===== config.mk =====
export PLATFORM = sky130hd
export DESIGN_NAME = iak_core
export DESIGN_NICKNAME = d
export VERILOG_FILES = /design/src/iak_pkg.sv /design/src/iak_core.sv /design/src/iak_select.sv /design/src/iak_latency.sv
export SDC_FILE = /design/constraint.sdc
export NUM_CORES = 1
export LEC_CHECK = 0
export BUFFER_PORTS_ARGS = -buffer_cell sky130_fd_sc_hd__clkbuf_2
export CAP_MARGIN = 15
export CORE_MARGIN = 1
export CORE_UTILIZATION = 53
export DETAILED_ROUTE_END_ITERATION = 10
export GPL_ROUTABILITY_DRIVEN = 0
export GPL_TIMING_DRIVEN = 0
export HOLD_SLACK_MARGIN = 0.02
export PLACE_DENSITY_LB_ADDON = 0.25
export SLEW_MARGIN = 20
export SYNTH_ARGS = -nofsm -noshare
export SYNTH_HDL_FRONTEND = slang
export SYNTH_SLANG_ARGS = --single-unit

===== constraint.sdc =====
create_clock -name sys_clk -period 13.3 [get_ports sys_clk]
set_clock_uncertainty 0.05 [all_clocks]
set_input_delay 1.995 -clock sys_clk [delete_from_list [all_inputs] [get_ports sys_clk]]
set_output_delay 1.995 -clock sys_clk [all_outputs]
set_load 0.02 [all_outputs]

===== src/iak_pkg.sv =====
// Shared constants and types of the interrupt acknowledge and nesting block
package iak_pkg;

	// Status word layout and reset value
	localparam int IAK_SW_ENABLE_BIT = 7;
	localparam int IAK_SW_LVL_BIT1 = 2;
	localparam int IAK_SW_LVL_BIT0 = 1;
	localparam logic [7:0] IAK_SW_RESET = 8'h06;
	localparam logic [1:0] IAK_LVL_IDLE = 2'h3;

	// Acknowledge latency in CPU clocks
	localparam int IAK_LAT_MIN_CLOCKS = 9;
	localparam int IAK_LAT_MAX_CLOCKS = 14;

	// Register byte offsets
	localparam logic [7:0] IAK_OFS_STATUS_WORD = 8'h00;
	localparam logic [7:0] IAK_OFS_REQUEST = 8'h04;
	localparam logic [7:0] IAK_OFS_MASK = 8'h08;
	localparam logic [7:0] IAK_OFS_LEVEL = 8'h0c;
	localparam logic [7:0] IAK_OFS_STATE = 8'h10;

	// Program counter width and vectors
	localparam int IAK_PC_W = 20;
	localparam logic [19:0] IAK_TRAP_VECTOR = 20'h0007e;
	localparam logic [19:0] IAK_VEC_BASE = 20'h00004;

	// Class of the instruction that completes at a boundary
	typedef struct packed {
		logic holdKind;
		logic subroutineExit;
		logic softTrap;
		logic leaveMaskable;
		logic leaveTrap;
		logic setEnable;
		logic clearEnable;
	} iak_instr_t;

	// One word pushed to the stack
	typedef struct packed {
		logic valid;
		logic isPc;
		logic [19:0] data;
	} iak_push_t;

	typedef enum {ST_IDLE, ST_WAIT, ST_PSW, ST_PC, ST_VEC} iak_state_t;

	function automatic logic [31:0] iak_lanes(input logic [3:0] sel);
		iak_lanes = {{8{sel[3]}}, {8{sel[2]}}, {8{sel[1]}}, {8{sel[0]}}};
	endfunction

endpackage


===== src/iak_core.sv =====
// Interrupt acknowledge, priority and nesting control with a Wishbone register slave
// Contract
// RL1 - A source is acknowledgeable only when its request is 1 and mask 0.
// RL2 - Maskable vectoring happens only while the global enable is 1.
// RL3 - Request to servicing takes at least 9, normally at most 14 clocks.
// RL4 - A request just before a subroutine exit may wait longer.
// RL5 - Best programmed level wins; ties go to the best default priority.
// RL6 - A request not taken stays pending until all conditions hold.
// RL7 - Acknowledge pushes status then PC, clears enable, sets level, loads vector.
// RL8 - Maskable handlers end with the maskable return; status word is restored.
// RL9 - The trap instruction always interrupts and can never be disabled.
// RL10 - Trap pushes status then PC, clears enable, loads fixed trap vector.
// RL11 - Trap handlers end with the trap return; status word is restored.
// RL12 - Software never leaves a trap handler with the maskable return.
// RL13 - A handler sets the enable itself to allow nesting.
// RL14 - While enabled, equal or better levels nest; worse ones stay pending. The code nests an equal level only at level 0.
// RL15 - Held requests wait for one interrupted-program instruction after return.
// RL16 - Serviced-level field: 00 level 0/1, 01 level 2, 10 level 3, 11 idle.
// RL17 - Level L is accepted if L is not above the field; trap accepts all.
// RL18 - Two priority bits select level 0 highest through level 3 lowest.
// RL19 - Enable and serviced-level bits live in the status word.
// RL20 - Reset sets the status word to 06h.
// RL21 - After a status, enable or flag register access, defer one instruction.
// RL22 - Decide only at instruction boundaries; give one source id and a strobe.
//
// The Wishbone interface to the registers and the address map were decided locally.
`timescale 1ns/1ps
`default_nettype none
module iak_core import iak_pkg::*; #(
	parameter int NSRC = 8,
	parameter int IDW = 3
) (
	input wire logic sys_clk,
	input wire logic rst_n,
	input wire logic wb_cyc_i,
	input wire logic wb_stb_i,
	input wire logic wb_we_i,
	input wire logic [7:0] wb_adr_i,
	input wire logic [3:0] wb_sel_i,
	input wire logic [31:0] wb_dat_i,
	output logic [31:0] wb_dat_o,
	output logic wb_ack_o,
	input wire logic [NSRC-1:0] sourceEvent,
	input wire logic instrDone,
	input wire iak_instr_t instrInfo,
	input wire logic [IAK_PC_W-1:0] programCounter,
	input wire logic [7:0] poppedStatus,
	output logic takeInterrupt,
	output logic takeTrap,
	output logic [IDW-1:0] sourceId,
	output iak_push_t stackPush,
	output logic pcLoad,
	output logic [IAK_PC_W-1:0] vectorAddr,
	output logic [7:0] statusWord
);

	iak_state_t state;
	iak_state_t next_state;
	logic [NSRC-1:0] requestFlag;
	logic [NSRC-1:0] maskFlag;
	logic [2*NSRC-1:0] levelSel;
	logic [NSRC-1:0] next_requestFlag;
	logic [7:0] savedStatus;
	logic [IAK_PC_W-1:0] savedPc;
	logic [1:0] takenLevel;
	logic trapActive;
	logic trapInFlight;
	logic regTouched;
	logic found;
	logic [IDW-1:0] winnerId;
	logic [1:0] winnerLevel;
	logic minReached;

	// Register bus decode
	wire busReq = wb_cyc_i & wb_stb_i & ~wb_ack_o;
	wire busWrite = busReq & wb_we_i;
	wire [31:0] laneMask = iak_lanes(wb_sel_i);
	wire selStatus = (wb_adr_i == IAK_OFS_STATUS_WORD);
	wire selRequest = (wb_adr_i == IAK_OFS_REQUEST);
	wire selMask = (wb_adr_i == IAK_OFS_MASK);
	wire selLevel = (wb_adr_i == IAK_OFS_LEVEL);
	wire selState = (wb_adr_i == IAK_OFS_STATE);
	wire [31:0] wrStatus = ({24'h000000, statusWord} & ~laneMask) | (wb_dat_i & laneMask);
	wire [31:0] wrRequest = (32'(requestFlag) & ~laneMask) | (wb_dat_i & laneMask);
	wire [31:0] wrMask = (32'(maskFlag) & ~laneMask) | (wb_dat_i & laneMask);
	wire [31:0] wrLevel = (32'(levelSel) & ~laneMask) | (wb_dat_i & laneMask);
	wire [31:0] stateWord = {16'h0000, 3'h0, trapActive, 1'b0, minReached, found, state != ST_IDLE,
		4'(winnerId), 2'h0, winnerLevel};
	wire [31:0] readMux = selStatus ? {24'h000000, statusWord} :
		selRequest ? 32'(requestFlag) :
		selMask ? 32'(maskFlag) :
		selLevel ? 32'(levelSel) :
		selState ? stateWord : 32'h00000000;

	// Status word fields
	wire globalEnable = statusWord[IAK_SW_ENABLE_BIT]; // see RL19
	wire [1:0] servicedLevel = {statusWord[IAK_SW_LVL_BIT1], statusWord[IAK_SW_LVL_BIT0]}; // see RL19

	iak_select #(
		.NSRC(NSRC),
		.IDW(IDW)
	) uSelect (
		.request(requestFlag),
		.mask(maskFlag),
		.levels(levelSel),
		.found(found),
		.winnerId(winnerId),
		.winnerLevel(winnerLevel)
	);

	iak_latency uLatency (
		.sys_clk(sys_clk),
		.rst_n(rst_n),
		.pending(found),
		.restart(pcLoad),
		.minReached(minReached)
	);

	// The instruction that just ended, or a register access during it, defers one boundary
	wire deferBoundary = instrInfo.holdKind | instrInfo.subroutineExit | instrInfo.leaveMaskable |
		instrInfo.leaveTrap | instrInfo.setEnable | instrInfo.clearEnable | regTouched; // see RL4 RL15 RL21
	wire levelAccepted = trapActive || (winnerLevel <= servicedLevel); // see RL14 RL17
	wire boundary = instrDone && (state == ST_IDLE); // see RL22
	wire trapNow = boundary && instrInfo.softTrap; // see RL9
	wire maskableNow = boundary && !instrInfo.softTrap && found && globalEnable && levelAccepted &&
		!deferBoundary; // see RL2 RL6

	assign takeInterrupt = trapNow | maskableNow; // see RL22

	// Level 0 and 1 share the top threshold, so a level 1 handler admits only level 0
	wire [1:0] levelToField = (takenLevel == 2'h0) ? 2'h0 : takenLevel - 2'h1; // see RL16

	always_comb begin
		next_state = state;
		case (state)
			ST_IDLE: begin
				if (trapNow) begin
					next_state = ST_PSW;
				end else if (maskableNow) begin
					next_state = minReached ? ST_PSW : ST_WAIT;
				end
			end
			ST_WAIT: begin
				if (minReached) begin
					next_state = ST_PSW; // see RL3
				end
			end
			ST_PSW: next_state = ST_PC;
			ST_PC: next_state = ST_VEC;
			ST_VEC: next_state = ST_IDLE;
			default: next_state = ST_IDLE;
		endcase
	end

	// Push order is status word first, then program counter
	always_comb begin
		stackPush = '0;
		if (state == ST_PSW) begin
			stackPush = '{valid: 1'b1, isPc: 1'b0, data: {12'h000, savedStatus}}; // see RL7 RL10
		end else if (state == ST_PC) begin
			stackPush = '{valid: 1'b1, isPc: 1'b1, data: savedPc}; // see RL7 RL10
		end
	end

	assign pcLoad = (state == ST_VEC);
	assign vectorAddr = trapInFlight ? IAK_TRAP_VECTOR :
		IAK_VEC_BASE + {{(IAK_PC_W-IDW-1){1'b0}}, sourceId, 1'b0}; // see RL7 RL10

	// Request flags: hardware events win over a software clear and over the acknowledge clear
	always_comb begin
		next_requestFlag = requestFlag;
		if (busWrite && selRequest) begin
			next_requestFlag = wrRequest[NSRC-1:0];
		end
		if (pcLoad && !trapInFlight) begin
			next_requestFlag[sourceId] = 1'b0;
		end
		next_requestFlag = next_requestFlag | sourceEvent; // see RL6
	end

	always_ff @(posedge sys_clk or negedge rst_n) begin
		if (!rst_n) begin
			state <= ST_IDLE;
			requestFlag <= '0;
			maskFlag <= '1;
			levelSel <= '1;
		end else begin
			state <= next_state;
			requestFlag <= next_requestFlag;
			if (busWrite && selMask) begin
				maskFlag <= wrMask[NSRC-1:0];
			end
			if (busWrite && selLevel) begin
				levelSel <= wrLevel[2*NSRC-1:0];
			end
		end
	end

	// Snapshot taken at the decision so the pushed status is the pre-acknowledge one
	always_ff @(posedge sys_clk or negedge rst_n) begin
		if (!rst_n) begin
			savedStatus <= 8'h00;
			savedPc <= '0;
			sourceId <= '0;
			takenLevel <= IAK_LVL_IDLE;
			trapInFlight <= 1'b0;
			takeTrap <= 1'b0;
		end else begin
			takeTrap <= trapNow;
			if (takeInterrupt) begin
				savedStatus <= statusWord;
				savedPc <= programCounter;
				sourceId <= trapNow ? '0 : winnerId;
				takenLevel <= winnerLevel;
				trapInFlight <= trapNow;
			end
		end
	end

	// Status word update; acknowledge outranks return, enable instructions and bus writes
	always_ff @(posedge sys_clk or negedge rst_n) begin
		if (!rst_n) begin
			statusWord <= IAK_SW_RESET; // see RL20
			trapActive <= 1'b0;
		end else begin
			if (pcLoad) begin
				statusWord[IAK_SW_ENABLE_BIT] <= 1'b0; // see RL7 RL10 RL13
				if (!trapInFlight) begin
					statusWord[IAK_SW_LVL_BIT1] <= levelToField[1]; // see RL7 RL16
					statusWord[IAK_SW_LVL_BIT0] <= levelToField[0];
				end
			end else if (boundary && (instrInfo.leaveMaskable || instrInfo.leaveTrap)) begin
				statusWord <= poppedStatus; // see RL8 RL11
			end else if (boundary && instrInfo.setEnable) begin
				statusWord[IAK_SW_ENABLE_BIT] <= 1'b1;
			end else if (boundary && instrInfo.clearEnable) begin
				statusWord[IAK_SW_ENABLE_BIT] <= 1'b0;
			end else if (busWrite && selStatus) begin
				statusWord <= wrStatus[7:0];
			end
			// Only one trap level is tracked; a trap nested in a trap is not counted
			if (pcLoad && trapInFlight) begin
				trapActive <= 1'b1;
			end else if (boundary && instrInfo.leaveTrap) begin
				trapActive <= 1'b0; // see RL11
			end
		end
	end

	// A bus access to a control register marks the running instruction as a holding one
	always_ff @(posedge sys_clk or negedge rst_n) begin
		if (!rst_n) begin
			regTouched <= 1'b0;
		end else if (busReq && (selStatus || selRequest || selMask || selLevel)) begin
			regTouched <= 1'b1; // see RL21
		end else if (instrDone) begin
			regTouched <= 1'b0;
		end
	end

	// Wishbone answers one cycle after the request, unmapped reads as zero
	always_ff @(posedge sys_clk or negedge rst_n) begin
		if (!rst_n) begin
			wb_ack_o <= 1'b0;
			wb_dat_o <= 32'h00000000;
		end else begin
			wb_ack_o <= busReq;
			if (busReq && !wb_we_i) begin
				wb_dat_o <= readMux;
			end
		end
	end

endmodule
`default_nettype wire


===== src/iak_select.sv =====
// Picks the acknowledgeable source with the best level and default priority
`timescale 1ns/1ps
`default_nettype none
module iak_select import iak_pkg::*; #(
	parameter int NSRC = 8,
	parameter int IDW = 3
) (
	input wire logic [NSRC-1:0] request,
	input wire logic [NSRC-1:0] mask,
	input wire logic [2*NSRC-1:0] levels,
	output logic found,
	output logic [IDW-1:0] winnerId,
	output logic [1:0] winnerLevel
);

	logic [NSRC-1:0] eligible;

	genvar g;
	generate
		for (g = 0; g < NSRC; g++) begin : gEligible
			assign eligible[g] = request[g] & ~mask[g]; // see RL1
		end
	endgenerate

	// Scan from the worst default priority so lower indices overwrite on ties
	always_comb begin
		found = 1'b0;
		winnerId = '0;
		winnerLevel = IAK_LVL_IDLE;
		for (int i = NSRC - 1; i >= 0; i--) begin
			if (eligible[i] && (!found || levels[2*i +: 2] <= winnerLevel)) begin // see RL5 RL18
				found = 1'b1;
				winnerId = IDW'(i);
				winnerLevel = levels[2*i +: 2];
			end
		end
	end

endmodule
`default_nettype wire


===== src/iak_latency.sv =====
// Counts clocks since an acknowledgeable request became pending
`timescale 1ns/1ps
`default_nettype none
module iak_latency import iak_pkg::*; (
	input wire logic sys_clk,
	input wire logic rst_n,
	input wire logic pending,
	input wire logic restart,
	output logic minReached
);

	logic [3:0] age;
	logic [3:0] next_age;

	// Saturates so a long-held request never wraps back under the minimum
	assign next_age = (restart || !pending) ? 4'h0 : ((age == 4'hf) ? age : age + 4'h1);
	// Servicing starts the cycle after this, making at least the minimum clocks
	assign minReached = pending && (age >= 4'(IAK_LAT_MIN_CLOCKS - 2)); // see RL3

	always_ff @(posedge sys_clk or negedge rst_n) begin
		if (!rst_n) begin
			age <= 4'h0;
		end else begin
			age <= next_age;
		end
	end

endmodule
`default_nettype wire


==> run metrics <==
initial antenna violation count 0; GR Util All Layers 28.50%; Peak VDD IR 0.0001125 V; crit path max fanout 10; total gr overflow 0; Power Dens Cells 182.2 nW/um^2; reg2reg path depth 53; slowest CP cell dfstp_2; largest net degree at the start of global routing 81; #FFs+latches synth 101; WP data arrival 10.82 ns; Fmax achieved 77.71 MHz; unique cell type count in the Yosys netlist 72; Worst Path Required 11.26 ns; CTS buffer count 9; Slew HR 40.06%; Port-buffer cells 131; Initial DRC Count 507; vias 5479; Cell Rows 39; most frequent cells in the layout 129 x clkbuf_2, 72 x dfrtp_1, 54 x nand2_1; Antenna Nets Post-Route 0; Ys Warns 0; DR pass1 iterations 6; Clock Pin Slew Worst Setup and Hold Paths 0.07 ns; DIE HEIGHT 109.9 um; Area Overhead vs Synth 24.51%; first-pass GRT wire length 25850 um; CTS Sinks 101; measured slew at the worst slew-check pin 0.8898 ns; placed cell area 7147 sq um; Initial Utilization 54.24%; minimum clock period 12.87 ns; Synth async-reset ratio 100.0%; Clock Path Buffers 2; multiplexer area fraction after synthesis 13.43%; Synth Area in Simple Gates 18.67%; sequential element share of the synthesized area 41.55%; Finished Layout Cells 955; TritonCTS clock tree done; Post-Synthesis Cells 623; worst min path class reg -> reg; Top delay family on crit path compound AO/OA/AOI/OAI gates; vias in the first global route 5114; WL per Instance 17.79 um; Ant. Diodes 0; pre-CTS setup slack -0.8038 ns; main combinational cell family by area after synthesis simple AND/OR/NAND/NOR gates; post-route cell area 7679 sq um; Fin. Hold Viols 0; number of synthesized flops with an enable pin 0; die width 109.9 um; P_leak 3.733 nW; layout cells sized above 1 39.53%; HPWL Detailed 13150 um; Worst setup SP type flip-flop; maxcap violations 0; # IOs 182; Primary FF master, synth dfrtp_1; cell depth of the worst min-delay path 1; Compound-Gate Fraction of Synth Area 15.07%; # DRC 0; most common cell after layout, fill and taps aside clkbuf_2; placed cells 927; core area 11370 sq um; Synth Area in XOR/XNOR 0.1420%; clk_lat worst skew 0.35 ns; Clock H-tree levels 3; CP peak stage delay 0.58 ns; Pins Over Slew Limit 0; run status finished, final reports clean; final cycle utilization of the critical path 96.75%; Buf/Inv on CP 6; CP endpoint kind primary output; DIE AREA 12070 sq um; setup violators final 0; mean post-synth cell area 9.899 sq um; vias per inst 5.737; CP Depth 53; most used cell, CP ha_1; Final Util 67.54%; Netlist Area Pre-Place 6167 sq um; CTS root buffer clkbuf_16; crit path kind reg -> out; WL final 16990 um; final worst slack 0.4316 ns; nets@finish 921; adder-cell area share of the yosys netlist 4.260%
==> routing by layer <==
| layer | track usage, % | wire length [um] |
|---|---|---|
| met3 | 5.572 | 1520 |
| met5 | 0 | 0 |
| met4 | 12.57 | 614 |
| met1 | 36.24 | 6658 |
| met2 | 47.05 | 8196 |
==> path summary, 6_finish.rpt <==
path | start | to | slack, ns
max | flip-flop | takeInterrupt | 0.43
min | savedPc[13] | savedPc[13] | 0.43
max reg2reg | flip-flop | savedPc[18] | 2.49
min reg2reg | savedPc[13] | savedPc[13] | 0.43
max in group asynchronous | rst_n | asynchronous set/reset pin | 11.06
min in group asynchronous | rst_n | uLatency.age[2] | 1.45
==> layout make-up <==
| type | instances | area [sq um] |
|---|---|---|
| Buffer | 51 | 337.8 |
| Clock buffer | 11 | 232.7 |
| Clock inverter | 5 | 82.58 |
| Fill cell | 908 | 3691 |
| Inverter | 22 | 85.08 |
| Multi-Input combinational cell | 478 | 3413 |
| Sequential cell | 101 | 2564 |
| Tap cell | 143 | 178.9 |
| Timing Repair Buffer | 144 | 784.5 |
==> power by group <==
part	switching, mW	leakage [nW]	internal [mW]	total (mW)
registers	0.0575	1.18	0.386	0.443
clock network	0.119	0.155	0.166	0.285
logic	0.356	2.40	0.315	0.670
total	0.532	3.73	0.867	1.40
==> cells in the mapped netlist, drive strengths merged, types with 3 or more instances <==
cell,count,area share (%)
a211oi,5,0.61
a21o,4,0.49
a21oi,34,2.8
a221oi,5,0.71
a22o,4,0.57
a2bb2oi,6,0.95
and2,17,1.7
and3,11,1.1
buf,41,4.9
clkbuf,10,0.61
dfrtp,73,30
dfstp,28,12
ha,21,4.3
inv,22,1.3
mux2,46,8.4
mux2i,22,3.6
mux4,4,1.5
nand2,56,3.5
nand2b,7,0.71
nand3,11,0.89
nand4,3,0.41
nand4b,4,0.57
nor2,42,2.6
nor2b,16,1.6
nor3,11,1.1
nor4,3,0.65
nor4b,3,0.43
o211ai,6,0.73
o21a,6,0.73
o21ai,45,3.7
o22ai,3,0.53
o31ai,4,0.57
or2,16,1.6
==> per-stage QoR <==
step                total power [mW]  hold slack, ns  TNS (ns)
finish                         1.399          0.4304         0
global route                   1.489          0.4669  -0.08564
CTS                            1.311          0.4363         0
detailed placement            0.9920          0.4203   -0.8038
global placement              0.9702          0.4094   -0.4979
floorplan                     0.8340          0.3989         0
==> logic make-up after synthesis <==
kind of cell,after synthesis
flops,101
simple gates,213
other cells,1
xor+xnor,1
mux,72
buf+inv,73
compound gates,141
fa+ha+maj,21
==> repair_timing <==
item / 4_1_cts / 5_1_grt
setup buffers: 4 / 8
hold buffers: 0 / 0
pin swaps: 0 / 7
endpoints found under the setup margin: 1 / 1
gates resized for setup: 9 / 27
Power figures use the tool's default switching activity.
